[src/include/cmpo_pkg.sv]
// Shared widths and reset values for the comparator output control block
package cmpo_pkg;
   localparam int SEL_W = 2;                    // Input select field width
   localparam int HYS_W = 2;                    // Hysteresis field width
   localparam int RSP_W = 2;                    // Response time field width
   localparam logic [SEL_W-1:0] SEL_RST = 2'h0; // Input select reset value
   localparam logic [HYS_W-1:0] HYS_RST = 2'h0; // Hysteresis reset value
   localparam logic [RSP_W-1:0] RSP_RST = 2'h0; // Response time reset value
   localparam logic             BIT_RST = 1'h0; // Single control bit reset
   localparam int SYNC_STAGES = 2;              // Synchroniser depth
   localparam int LAT_DELAY   = 3;              // Raw to latched edges
endpackage : cmpo_pkg

[src/include/cmpo_sync_if.sv]
// Carrier between the control top and its synchroniser
`timescale 1ns/1ps
interface cmpo_sync_if;
   logic async_in;
   logic sync_out;
   modport ctrl (output async_in, input sync_out);
   modport sync (input async_in, output sync_out);
endinterface : cmpo_sync_if

[src/design/cmpo_sync.sv]
// Two-flop synchroniser for the raw comparator decision
`timescale 1ns/1ps
module cmpo_sync (
   input  wire logic i_clk,
   input  wire logic i_sys_rst,
   cmpo_sync_if.sync port
);
   logic meta_q;
   logic sync_q;

   // First stage feeds only the second stage
   always_ff @(posedge i_clk) begin
      if (i_sys_rst) begin
         meta_q <= cmpo_pkg::BIT_RST;
         sync_q <= cmpo_pkg::BIT_RST;
      end else begin
         meta_q <= port.async_in;
         sync_q <= meta_q;
      end
   end

   assign port.sync_out = sync_q;
endmodule : cmpo_sync

[src/design/cmpo_top.sv]
// Comparator output control: selects, sync path, edge flags, pin drive
`timescale 1ns/1ps
module cmpo_top (
   input  wire logic                         i_clk,
   input  wire logic                         i_sys_rst,
   input  wire logic                         i_cmp_raw,
   input  wire logic                         i_cmp_enable_bit,
   input  wire logic [cmpo_pkg::SEL_W-1:0]   i_pos_input_select,
   input  wire logic [cmpo_pkg::SEL_W-1:0]   i_neg_input_select,
   input  wire logic [cmpo_pkg::RSP_W-1:0]   i_resp_mode,
   input  wire logic [cmpo_pkg::HYS_W-1:0]   i_hyst_pos,
   input  wire logic [cmpo_pkg::HYS_W-1:0]   i_hyst_neg,
   input  wire logic                         i_rise_clr,
   input  wire logic                         i_fall_clr,
   input  wire logic                         i_reset_src_en,
   input  wire logic                         i_pin_route_raw,
   input  wire logic                         i_pin_push_pull,
   output logic                              o_cmp_enabled,
   output logic [cmpo_pkg::SEL_W-1:0]        o_pos_input_select,
   output logic [cmpo_pkg::SEL_W-1:0]        o_neg_input_select,
   output logic [cmpo_pkg::RSP_W-1:0]        o_resp_mode,
   output logic [cmpo_pkg::HYS_W-1:0]        o_hyst_pos,
   output logic [cmpo_pkg::HYS_W-1:0]        o_hyst_neg,
   output logic                              o_raw_cmp_out,
   output logic                              o_latched_cmp_out,
   output logic                              o_rise_edge_flag,
   output logic                              o_fall_edge_flag,
   output logic                              o_reset_req,
   output logic                              o_pin_out,
   output logic                              o_pin_oe_n
);
   logic        en_q;
   logic        route_raw_q;
   logic        push_pull_q;
   logic        raw_gated;
   logic        sync_val;
   logic        pin_val;
   logic        rise_ev;
   logic        fall_ev;
   logic [1:0]  since_rst_q;

   cmpo_sync_if sif ();

   // Enable and pin configuration held in flops
   always_ff @(posedge i_clk) begin
      if (i_sys_rst) begin
         en_q        <= cmpo_pkg::BIT_RST;
         route_raw_q <= cmpo_pkg::BIT_RST;
         push_pull_q <= cmpo_pkg::BIT_RST;
      end else begin
         en_q        <= i_cmp_enable_bit;
         route_raw_q <= i_pin_route_raw;
         push_pull_q <= i_pin_push_pull;
      end
   end
   assign o_cmp_enabled = en_q;

   // Analog mux selects and tuning fields for the comparator core
   always_ff @(posedge i_clk) begin
      if (i_sys_rst) begin
         o_pos_input_select <= cmpo_pkg::SEL_RST;
         o_neg_input_select <= cmpo_pkg::SEL_RST;
         o_resp_mode        <= cmpo_pkg::RSP_RST;
         o_hyst_pos         <= cmpo_pkg::HYS_RST;
         o_hyst_neg         <= cmpo_pkg::HYS_RST;
      end else begin
         o_pos_input_select <= i_pos_input_select;
         o_neg_input_select <= i_neg_input_select;
         o_resp_mode        <= i_resp_mode;
         o_hyst_pos         <= i_hyst_pos;
         o_hyst_neg         <= i_hyst_neg;
      end
   end

   // Raw path is deliberately gate-only: it must work with no clock edge
   assign raw_gated     = en_q & i_cmp_raw;
   assign o_raw_cmp_out = raw_gated;

   // Synchronised copy of the gated decision
   assign sif.async_in = raw_gated;
   assign sync_val     = sif.sync_out;

   cmpo_sync cmpo_sync_i (
      .i_clk     (i_clk),
      .i_sys_rst (i_sys_rst),
      .port      (sif)
   );

   // Edge events against the last latched value
   assign rise_ev = sync_val & ~o_latched_cmp_out;
   assign fall_ev = ~sync_val & o_latched_cmp_out;

   // Latched output, one flop after the synchroniser
   always_ff @(posedge i_clk) begin
      if (i_sys_rst) begin
         o_latched_cmp_out <= cmpo_pkg::BIT_RST;
      end else begin
         o_latched_cmp_out <= sync_val;
      end
   end

   // Sticky flags; an edge in the clearing cycle wins
   always_ff @(posedge i_clk) begin
      if (i_sys_rst) begin
         o_rise_edge_flag <= cmpo_pkg::BIT_RST;
         o_fall_edge_flag <= cmpo_pkg::BIT_RST;
      end else begin
         o_rise_edge_flag <= rise_ev | (o_rise_edge_flag & ~i_rise_clr);
         o_fall_edge_flag <= fall_ev | (o_fall_edge_flag & ~i_fall_clr);
      end
   end

   // Reset request while enabled and the synchronised result is low
   always_ff @(posedge i_clk) begin
      if (i_sys_rst) begin
         o_reset_req <= cmpo_pkg::BIT_RST;
      end else begin
         o_reset_req <= i_reset_src_en & en_q & ~sync_val;
      end
   end

   // Pin drive; raw route stays combinational so it survives stop mode
   // Gated by enable so a stale latched one never leaks to the pin
   assign pin_val    = en_q &
                       (route_raw_q ? raw_gated : o_latched_cmp_out);
   assign o_pin_out  = pin_val;
   assign o_pin_oe_n = ~(push_pull_q | ~pin_val);

   // Cycles since reset release, for assertions only
   always_ff @(posedge i_clk) begin
      if (i_sys_rst) begin
         since_rst_q <= 2'h0;
      end else if (since_rst_q != 2'h3) begin
         since_rst_q <= since_rst_q + 2'h1;
      end
   end
endmodule : cmpo_top

[config.mk]
export PLATFORM = sky130hd
export DESIGN_NAME = cmpo_top
export DESIGN_NICKNAME = d
export VERILOG_FILES = /design/src/include/cmpo_pkg.sv /design/src/include/cmpo_sync_if.sv /design/src/design/cmpo_sync.sv /design/src/design/cmpo_top.sv
export SDC_FILE = /design/constraint.sdc
export NUM_CORES = 1
export LEC_CHECK = 0
export BUFFER_PORTS_ARGS = -buffer_cell sky130_fd_sc_hd__buf_2
export CORE_UTILIZATION = 42
export DETAILED_ROUTE_END_ITERATION = 10
export GPL_ROUTABILITY_DRIVEN = 0
export PLACE_DENSITY = 0.79
export SLEW_MARGIN = 40
export SYNTH_ARGS = -nofsm -noshare
export SYNTH_HDL_FRONTEND = slang
export SYNTH_SLANG_ARGS = --single-unit
[constraint.sdc]
create_clock -name i_clk -period 1.6 [get_ports i_clk]
set_input_delay 0.16 -clock i_clk [delete_from_list [all_inputs] [get_ports i_clk]]
set_output_delay 0.16 -clock i_clk [all_outputs]
set_load 0.02 [all_outputs]
* After elaboration in Yosys (flattened, before gate mapping)
Index checks and enable logic that the tools add are counted.
** Word-level totals
- Register bits after elaboration :: 19
- Bits in latches :: 0
- RAM bits :: 0
- Bits in read-only memories :: 0
- Input port bits :: 19
- Memories kept :: 0
** Cells by class
- $add $sub $neg :: 0
- Multiply operators :: 0
- Divide/modulo/power cells :: 0
- Order comparisons :: 0
- Eq/ne operators :: 0
- Shift-type cells :: 0
- Muxes and demuxes :: 1
- Bitwise logic cells :: 17
- Reduce and logical (&&, ||, !) cells :: 0
** Operator list (number)
- bitwise AND 1 bit :: 8
- inverter 1 bit :: 6
- OR 1 bit :: 3
- 2-to-1 mux 1 bit :: 1

* Depth between registers and ports, before layout
Gate-level depths: netlist of run 1.
- Word-level depth :: 6
- Gate-level depth with buffers :: 2
- Mapped depth without buffers :: 2

* Modules after synthesis
A second synthesis of run 1 with hierarchy kept.
** Unflattened totals
- Cell total of the unflattened synthesis :: 47
- Area total of the unflattened synthesis :: 570.5 um^2
** By module, submodules not included
- cmpo_top :: instances 1, cells each 43, area an instance 518.0 um^2, sequential area each 340.3 um^2
- cmpo_sync :: instances 1, cells each 4, area an instance 52.6 um^2, sequential area each 40.0 um^2

* Least setup slack after synthesis of run 1
OpenSTA, ideal clock, no wires.
- Path type :: reg-to-output
- Start point :: register o_latched_cmp_out
- End point :: output port o_pin_oe_n
- Data arrival time :: 1.101 ns
- Required time :: 1.440 ns
- Slack :: 0.339 ns
- Cell stages (with the launch flop) :: 3
- Cell sequence :: dfxtp_1 > mux2i_1 > nor3b_1
** On the way
- Cells in the longest elaborated chain, start to end :: 5
** Ends and longest elaborated chain
- start, declared :: line cmpo_top.sv:25 : output logic o_latched_cmp_out,
- start signal, assigned :: line cmpo_top.sv:96 : o_latched_cmp_out <= cmpo_pkg::BIT_RST;
- start signal, assigned :: line cmpo_top.sv:98 : o_latched_cmp_out <= sync_val;
- 2-to-1 mux 1 bit :: line cmpo_top.sv:125 : (route_raw_q ? raw_gated : o_latched_cmp_out);
- bitwise AND 1 bit :: line cmpo_top.sv:124 : assign pin_val = en_q &
- inverter 1 bit :: line cmpo_top.sv:127 : assign o_pin_oe_n = ~(push_pull_q | ~pin_val);
- OR 1 bit :: line cmpo_top.sv:127
- inverter 1 bit :: line cmpo_top.sv:127
- end, declared :: line cmpo_top.sv:30 : output logic o_pin_oe_n
Every way passes these cells.

* Final worst setup path of run 1
Same ends and word-level chain as after synthesis.

==> results.py, run 1 <==
metrics = {
    "run_status": {
        "status": "finished, final reports clean",
    },
    "floorplan": {
        "fp.dieW_um": 39.2,
        "rows": 13,
        "ios": 37,
        "core_um2": 1300,
        "die_h_um": 39.2,
        "start_util_pct": 44.7,
        "dieArea_um2": 1540,
    },
    "synthesis": {
        "synthesis.nets": 66,
        "synth_top_area_share_pct": 65.4,
        "yosys.area.top_type": "dfxtp_1",
        "postSynthCellCount": 47,
        "syn_area_um2": 582,
        "ys_seq_area_share_pct": 65.4,
        "ys_ff_latch": 19,
        "synthFlopType": "dfxtp_1",
        "ys_async_sr_fraction_pct": 0,
        "synth_area_leaders": "dfxtp_1, and2b_1, nor2b_1",
        "synth_area_per_cell_um2": 12.4,
        "yosysMostFrequentCell": "dfxtp_1",
        "yosysWarnings": 0,
        "synth_edf_count": 0,
        "synth_cell_types": 12,
        "yosys-top-cells-count": "dfxtp_1, nor2b_1, and2b_1",
    },
    "flow_run": {
        "maxCapViolCount": 0,
    },
    "sta": {
        "fin_setup_tns_ns": 0,
        "period_share_pct": 81.1,
        "worst_pin_slew_ns": 0.286,
        "finalMaxSlewViolations": 0,
        "fin_crit_ns": 1.30,
        "setup_viol": 0,
        "finalHoldViolations": 0,
        "rsz0062_at_grt": "false",
        "slew-limit-headroom_pct": 80.9,
        "fin_skew_ns": 0.00842,
        "fmax_mhz": 771,
    },
    "power_and_ir_drop": {
        "pwr_density_cell_nw_per_um2": 1020,
        "leakage_nw": 0.414,
        "vdd_drop_max_uv": 554,
    },
    "grt": {
        "met1_usage_pct": 15.4,
        "antenna_found_initial": 0,
        "grt_max_degree": 20,
        "grt_pass1_vias": 352,
        "grt_pass1_wl_um": 1360,
        "busiest_layer": "met2",
        "use_met3_pct": 3.47,
        "grtUsageTotal_pct": 13.6,
        "gr-total-overflow": 0,
        "met2_usage_pct": 22.9,
    },
    "clock_network": {
        "htree_levels": 1,
        "post_cts_resized": 0,
        "insertion_delay_ns": 0.28,
        "cts_tree": "built",
        "post_cts_buffers": 0,
        "numClockSinks": 19,
        "clkTransAtPathRegs_ns": 0.10,
        "cts_buffers": 3,
        "cts-root-buf": "clkbuf_4",
        "cts.path.max_buffers": 2,
        "postCtsHoldBufs": 0,
    },
    "hold_path": {
        "worstHoldEndpoint": "o_hyst_pos[0]",
        "min_path_type": "in2reg",
        "worstHoldStart": "i_hyst_pos[0]",
        "hold_depth": 2,
    },
    "critical_path": {
        "crit_buf_inv": 1,
        "critPathMaxFanout": 4,
        "crit_required_ns": 1.44,
        "path_cells": "mux2i_1, nor3b_1, buf_2",
        "worst_path_largest_cell_delay_ns": 0.39,
        "r2r_cells": 2,
        "critical_path.slowest_cell": "dfxtp_1",
        "r2r-start": "o_latched_cmp_out",
        "cp.arrival_ns": 1.14,
        "reg2reg_to": "o_fall_edge_flag",
        "cp.depth": 3,
        "rrSetupSlack_ns": 0.79,
        "crit_path_end_kind": "output port",
        "critPathKind": "reg2out",
        "crit_path_start_kind": "flop",
        "cp_top_family": "flip-flops",
    },
    "placed_design": {
        "hpwl_um": 732,
        "io_buffers": 36,
        "placed_area_um2": 769,
    },
    "layout": {
        "drive_gt1_share_pct": 46.5,
        "area_growth_pct": 36.8,
        "fin_area_um2": 796,
        "antenna_cells": 0,
        "nets": 106,
    },
    "drt": {
        "drtPass1Iterations": 4,
        "wl_per_cell_um": 9.37,
        "vias": 443,
        "drtIter0Drc": 4,
        "drt-total-wl_um": 946,
        "ant_nets": 0,
        "via_per_inst": 4.39,
        "drc": 0,
    },
}
power breakdown:
group	internal (W)	total, W	leakage (nW)	switching [W]
combinational	0.0000420	0.0000861	0.242	0.0000441
clock	0.0000966	0.000225	0.0150	0.000128
sequential	0.000493	0.000499	0.157	0.00000612
total	0.000631	0.000810	0.414	0.000179
per-stage QoR:
stage	hold WS, ns	setup slack [ns]	total power [W]	utilization [%]	std cells
CTS	0.0747	0.300	0.000815	61.2	101
global route	0.0689	0.184	0.000846	61.2	101
global placement	0.364	0.676	0.000594	59.1	97
floorplan	0.238	0.339	0.000558	-	47
detailed placement	0.367	0.624	0.000597	59.1	97
finish	0.0768	0.303	0.000810	61.2	101
registers in the layout, indices dropped and copies added, names as in the netlist:
register                   flops
o_neg_input_select             2
route_raw_q                    1
o_rise_edge_flag               1
cmpo_sync_i.meta_q             1
o_pos_input_select             2
push_pull_q                    1
o_resp_mode                    2
o_reset_req                    1
o_latched_cmp_out              1
o_hyst_neg                     2
o_fall_edge_flag               1
o_cmp_enabled                  1
cmpo_sync_i.port.sync_out      1
o_hyst_pos                     2
worst register-to-register path, stage by stage (launching register included):
cell	delay, ns
dfxtp_1	0.39
or2b_1	0.26
a21oi_2	0.12
per-layer routing:
layer | wire length [um] | part of all wire (%)
met4 | 0 | 0
met1 | 384 | 41
met3 | 48 | 5.1
met5 | 0 | 0
met2 | 514 | 54
worst max path at each step:
stage,to,startpoint
6_report,o_pin_oe_n,o_latched_cmp_out
5_1_grt,o_pin_oe_n,o_latched_cmp_out
4_1_cts,o_pin_oe_n,o_latched_cmp_out
3_5_place_dp,o_pin_oe_n,o_latched_cmp_out
3_3_place_gp,o_pin_oe_n,o_latched_cmp_out
2_1_floorplan,o_pin_oe_n,o_latched_cmp_out
kinds of logic (layout without fill, tap and decap cells):
family | count (synthesis) | count (layout) | share of synthesized area, %
AOI/OAI and AO/OA | 2 | 2 | 2.37
buffers and inverters | 1 | 40 | 1.94
DFF | 19 | 19 | 65.4
muxes | 1 | 1 | 1.72
and+or+nand+nor | 24 | 24 | 28.6
final cells by class:
class | instances | area (um^2)
fill | 128 | 505
sequential | 19 | 380
multi-input combinational | 27 | 190
timing repair buffer | 36 | 180
clock buffer | 4 | 26.3
tap | 15 | 18.8
placed cells by master (no fill, tap or decap):
| cell | instances |
|---|---|
| and2_1 | 1 |
| nor3b_1 | 1 |
| mux2i_1 | 1 |
| dfxtp_1 | 19 |
| a21oi_2 | 1 |
| nor2b_1 | 9 |
| clkbuf_1 | 1 |
| clkbuf_4 | 3 |
| nor4bb_1 | 1 |
| or2b_1 | 1 |
| buf_2 | 36 |
| and2b_1 | 8 |
| a21oi_1 | 1 |
| nand2b_1 | 3 |
No activity file was read; power rests on OpenSTA's default activity.
==> run 2: changes to the inputs <==
--- a/config.mk
+++ b/config.mk
@@ -5,11 +5,12 @@
 export SDC_FILE = /design/constraint.sdc
 export NUM_CORES = 1
 export LEC_CHECK = 0
+export ABC_AREA = 1
 export BUFFER_PORTS_ARGS = -buffer_cell sky130_fd_sc_hd__buf_2
-export CORE_UTILIZATION = 42
+export CORE_UTILIZATION = 36
 export DETAILED_ROUTE_END_ITERATION = 10
 export GPL_ROUTABILITY_DRIVEN = 0
-export PLACE_DENSITY = 0.79
+export PLACE_DENSITY = 0.72
 export SLEW_MARGIN = 40
 export SYNTH_ARGS = -nofsm -noshare
 export SYNTH_HDL_FRONTEND = slang
==> constraint.sdc (replaced) <==
create_clock -name i_clk -period 1.05 [get_ports i_clk]
set_input_delay 0.105 -clock i_clk [delete_from_list [all_inputs] [get_ports i_clk]]
set_output_delay 0.105 -clock i_clk [all_outputs]
set_load 0.02 [all_outputs]
==> run 2 against run 1 <==
The run now ends with negative setup slack left. Largest power group unchanged. Setup slack got worse by 0.38 ns. Synthesized cell count rose by 53%. Clock skew fell by 0.0057 ns. Critical path depth rose by 2. Sequential power rose by 53%. Combinational power rose by 89%. Via count rose by 20%. Total power rose by 58%. First-iteration DRC count fell by 75%. Non-clock buffer count rose by 8. Cell area rose by 14%. Critical path type unchanged.
==> results.py, run 2 <==
metrics = {
    "hold_path": {
        "hold_depth": 3,
        "min_path_type": "in2reg",
        "worstHoldEndpoint": "o_hyst_neg[1]",
        "worstHoldStart": "i_hyst_neg[1]",
    },
    "sta": {
        "setup_viol": 2,
        "period_share_pct": 107,
        "finalHoldWorstSlack_ns": 0.0150,
        "fin_crit_ns": 1.12,
        "finalMaxSlewViolations": 0,
        "worst_pin_slew_ns": 0.322,
        "finalHoldViolations": 0,
        "slew-limit-headroom_pct": 78.6,
        "setup_ws_ns": -0.0734,
        "fin_skew_ns": 0.00269,
        "fmax_mhz": 890,
        "rsz0062_at_grt": "true",
    },
    "power_and_ir_drop": {
        "switching_share_pct": 23.6,
        "p_sw_w": 0.000302,
        "p_int_w": 0.000976,
        "leakage_nw": 0.530,
        "p_clk_share_pct": 27.6,
        "power_w": 0.00128,
        "comb_power_share_pct": 12.8,
        "seqPwrFrac_pct": 59.6,
        "vdd_drop_max_uv": 826,
        "pwr_density_cell_nw_per_um2": 1410,
    },
    "layout": {
        "layout_commonest_cell": "buf_2",
        "instances_no_fill": 134,
        "antenna_cells": 0,
        "drive_gt1_share_pct": 39.8,
        "area_growth_pct": 49.8,
        "mostFrequentLayoutCells": "buf_2, inv_1, nor2_1",
        "utilization_pct": 58.6,
        "nets": 138,
    },
    "synthesis": {
        "yosys.area.top_type": "dfxtp_1",
        "yosys-top-cells-count": "inv_1, dfxtp_1, nor2_1",
        "yosysMostFrequentCell": "inv_1",
        "synthFlopType": "dfxtp_1",
        "yosysWarnings": 0,
        "synthesis.nets": 91,
        "synth_edf_count": 0,
        "postSynthCellCount": 72,
        "syn_area_um2": 603,
        "synth_cell_types": 9,
        "synth_area_leaders": "dfxtp_1, inv_1, nor2_1",
        "synth_top_area_share_pct": 63.1,
        "ys_async_sr_fraction_pct": 0,
        "ys_seq_area_share_pct": 63.1,
        "ys_ff_latch": 19,
        "synth_area_per_cell_um2": 8.38,
    },
    "floorplan": {
        "core_um2": 1540,
        "start_util_pct": 39.1,
        "fp.dieW_um": 42.9,
        "dieArea_um2": 1840,
        "die_h_um": 42.9,
        "rows": 14,
        "ios": 37,
    },
    "critical_path": {
        "crit_path_end_kind": "output port",
        "r2r_cells": 3,
        "r2r-start": "o_latched_cmp_out",
        "crit_required_ns": 0.94,
        "rrSetupSlack_ns": 0.36,
        "critPathKind": "reg2out",
        "critPathMaxFanout": 2,
        "reg2reg_to": "o_fall_edge_flag",
        "crit_path_start_kind": "flop",
        "cp.arrival_ns": 1.02,
    },
    "flow_run": {
        "maxCapViolCount": 0,
    },
    "drt": {
        "wl_per_cell_um": 8.66,
        "ant_nets": 0,
        "drtPass1Iterations": 2,
        "drc": 0,
        "drtIter0Drc": 1,
        "drt-total-wl_um": 1160,
        "via_per_inst": 3.98,
        "vias": 533,
    },
    "clock_network": {
        "clkTransAtPathRegs_ns": 0.10,
        "cts_buffers": 3,
        "insertion_delay_ns": 0.28,
        "cts.path.max_buffers": 2,
        "cts_tree": "built",
        "numClockSinks": 19,
        "cts-root-buf": "clkbuf_4",
        "htree_levels": 1,
    },
    "grt": {
        "grt_pass1_wl_um": 1730,
        "antenna_found_initial": 0,
        "grt_pass1_vias": 509,
        "grt_max_degree": 20,
        "grtUsageTotal_pct": 12.7,
        "gr-total-overflow": 0,
    },
    "run_status": {
        "status": "finished with violations",
        "violations": "negative setup slack",
    },
    "placed_design": {
        "place_inst": 122,
        "hpwl_um": 762,
        "io_buffers": 36,
        "pre_cts_slack_ns": 0.182,
    },
}
run 2: cell types whose count changed in the layout (fill, tap and decap cells not counted), sizes merged, moves of 3 or more:
cell         change
inv             +22
nor2            +17
nor2b            -9
and2b            -8
nand2            +8
dlygate4sd3      +7
nand2b           -3
run 2: per-stage QoR:
step	TNS (ns)	cell area, um^2
3_5_place_dp	0	777
2_1_floorplan	0	603
4_1_cts	-0.125	903
5_1_grt	-0.260	903
6_report	-0.0930	903
3_3_place_gp	0	777
run 2: cell type report:
type	count	area (um^2)
Sequential cell	19	384
Timing Repair Buffer	44	269
Tap cell	16	20.0
Clock buffer	4	26.3
Inverter	22	82.6
Multi-Input combinational cell	29	121
Fill cell	142	638
run 2: cell families (layout without fill, tap and decap cells):
| group | after synthesis | in the layout | share of synthesized area (%) |
|---|---|---|---|
| simple gates | 27 | 27 | 17.2 |
| buf+inv | 24 | 70 | 18.0 |
| compound gates | 2 | 2 | 1.66 |
| flops | 19 | 19 | 63.1 |
run 2: timing repair:
| action | 4_1_cts | 5_1_grt |
|---|---|---|
| buffers inserted | 1 | 0 |
| pin swaps | 0 | 0 |
| hold buffers | 7 | 0 |
| gates resized for setup | 11 | 0 |
| hold endpoints to repair | 7 | 0 |
| endpoints found under the setup margin | 3 | 3 |
run 2: worst max-delay path by stage:
stage	slack, ns	to	startpoint	cells past startpoint
detailed placement	0.18	o_pin_oe_n	o_latched_cmp_out	5
global route	-0.14	o_pin_oe_n	o_latched_cmp_out	5
CTS	-0.09	o_pin_oe_n	route_raw_q	5
global placement	0.21	o_pin_oe_n	o_latched_cmp_out	5
floorplan	0.003	o_pin_oe_n	o_latched_cmp_out	4
finish	-0.07	o_pin_oe_n	o_latched_cmp_out	5
run 2: routing by layer:
layer,global-route usage (%),vias up,wire (um)
met5,0,-,0
met4,7.27,0,0
met3,2.55,0,91
met2,24.8,26,578
met1,11.8,220,490
li1,-,287,-
run 2: power groups by stage:
stage | registers, W | clock network [W] | logic (W)
2_1_floorplan | 0.000809 | 0 | 0.0000506
3_3_place_gp | 0.000775 | 0 | 0.000136
3_5_place_dp | 0.000776 | 0 | 0.000139
4_1_cts | 0.000761 | 0.000375 | 0.000164
5_1_grt | 0.000764 | 0.000403 | 0.000178
6_report | 0.000761 | 0.000353 | 0.000163
run 2: critical path: stages (launching register included):
cell and delay (ns):
dfxtp_2 0.35, inv_2 0.04, nand2_2 0.05, nand3_2 0.06
nor2_1 0.09, buf_4 0.14
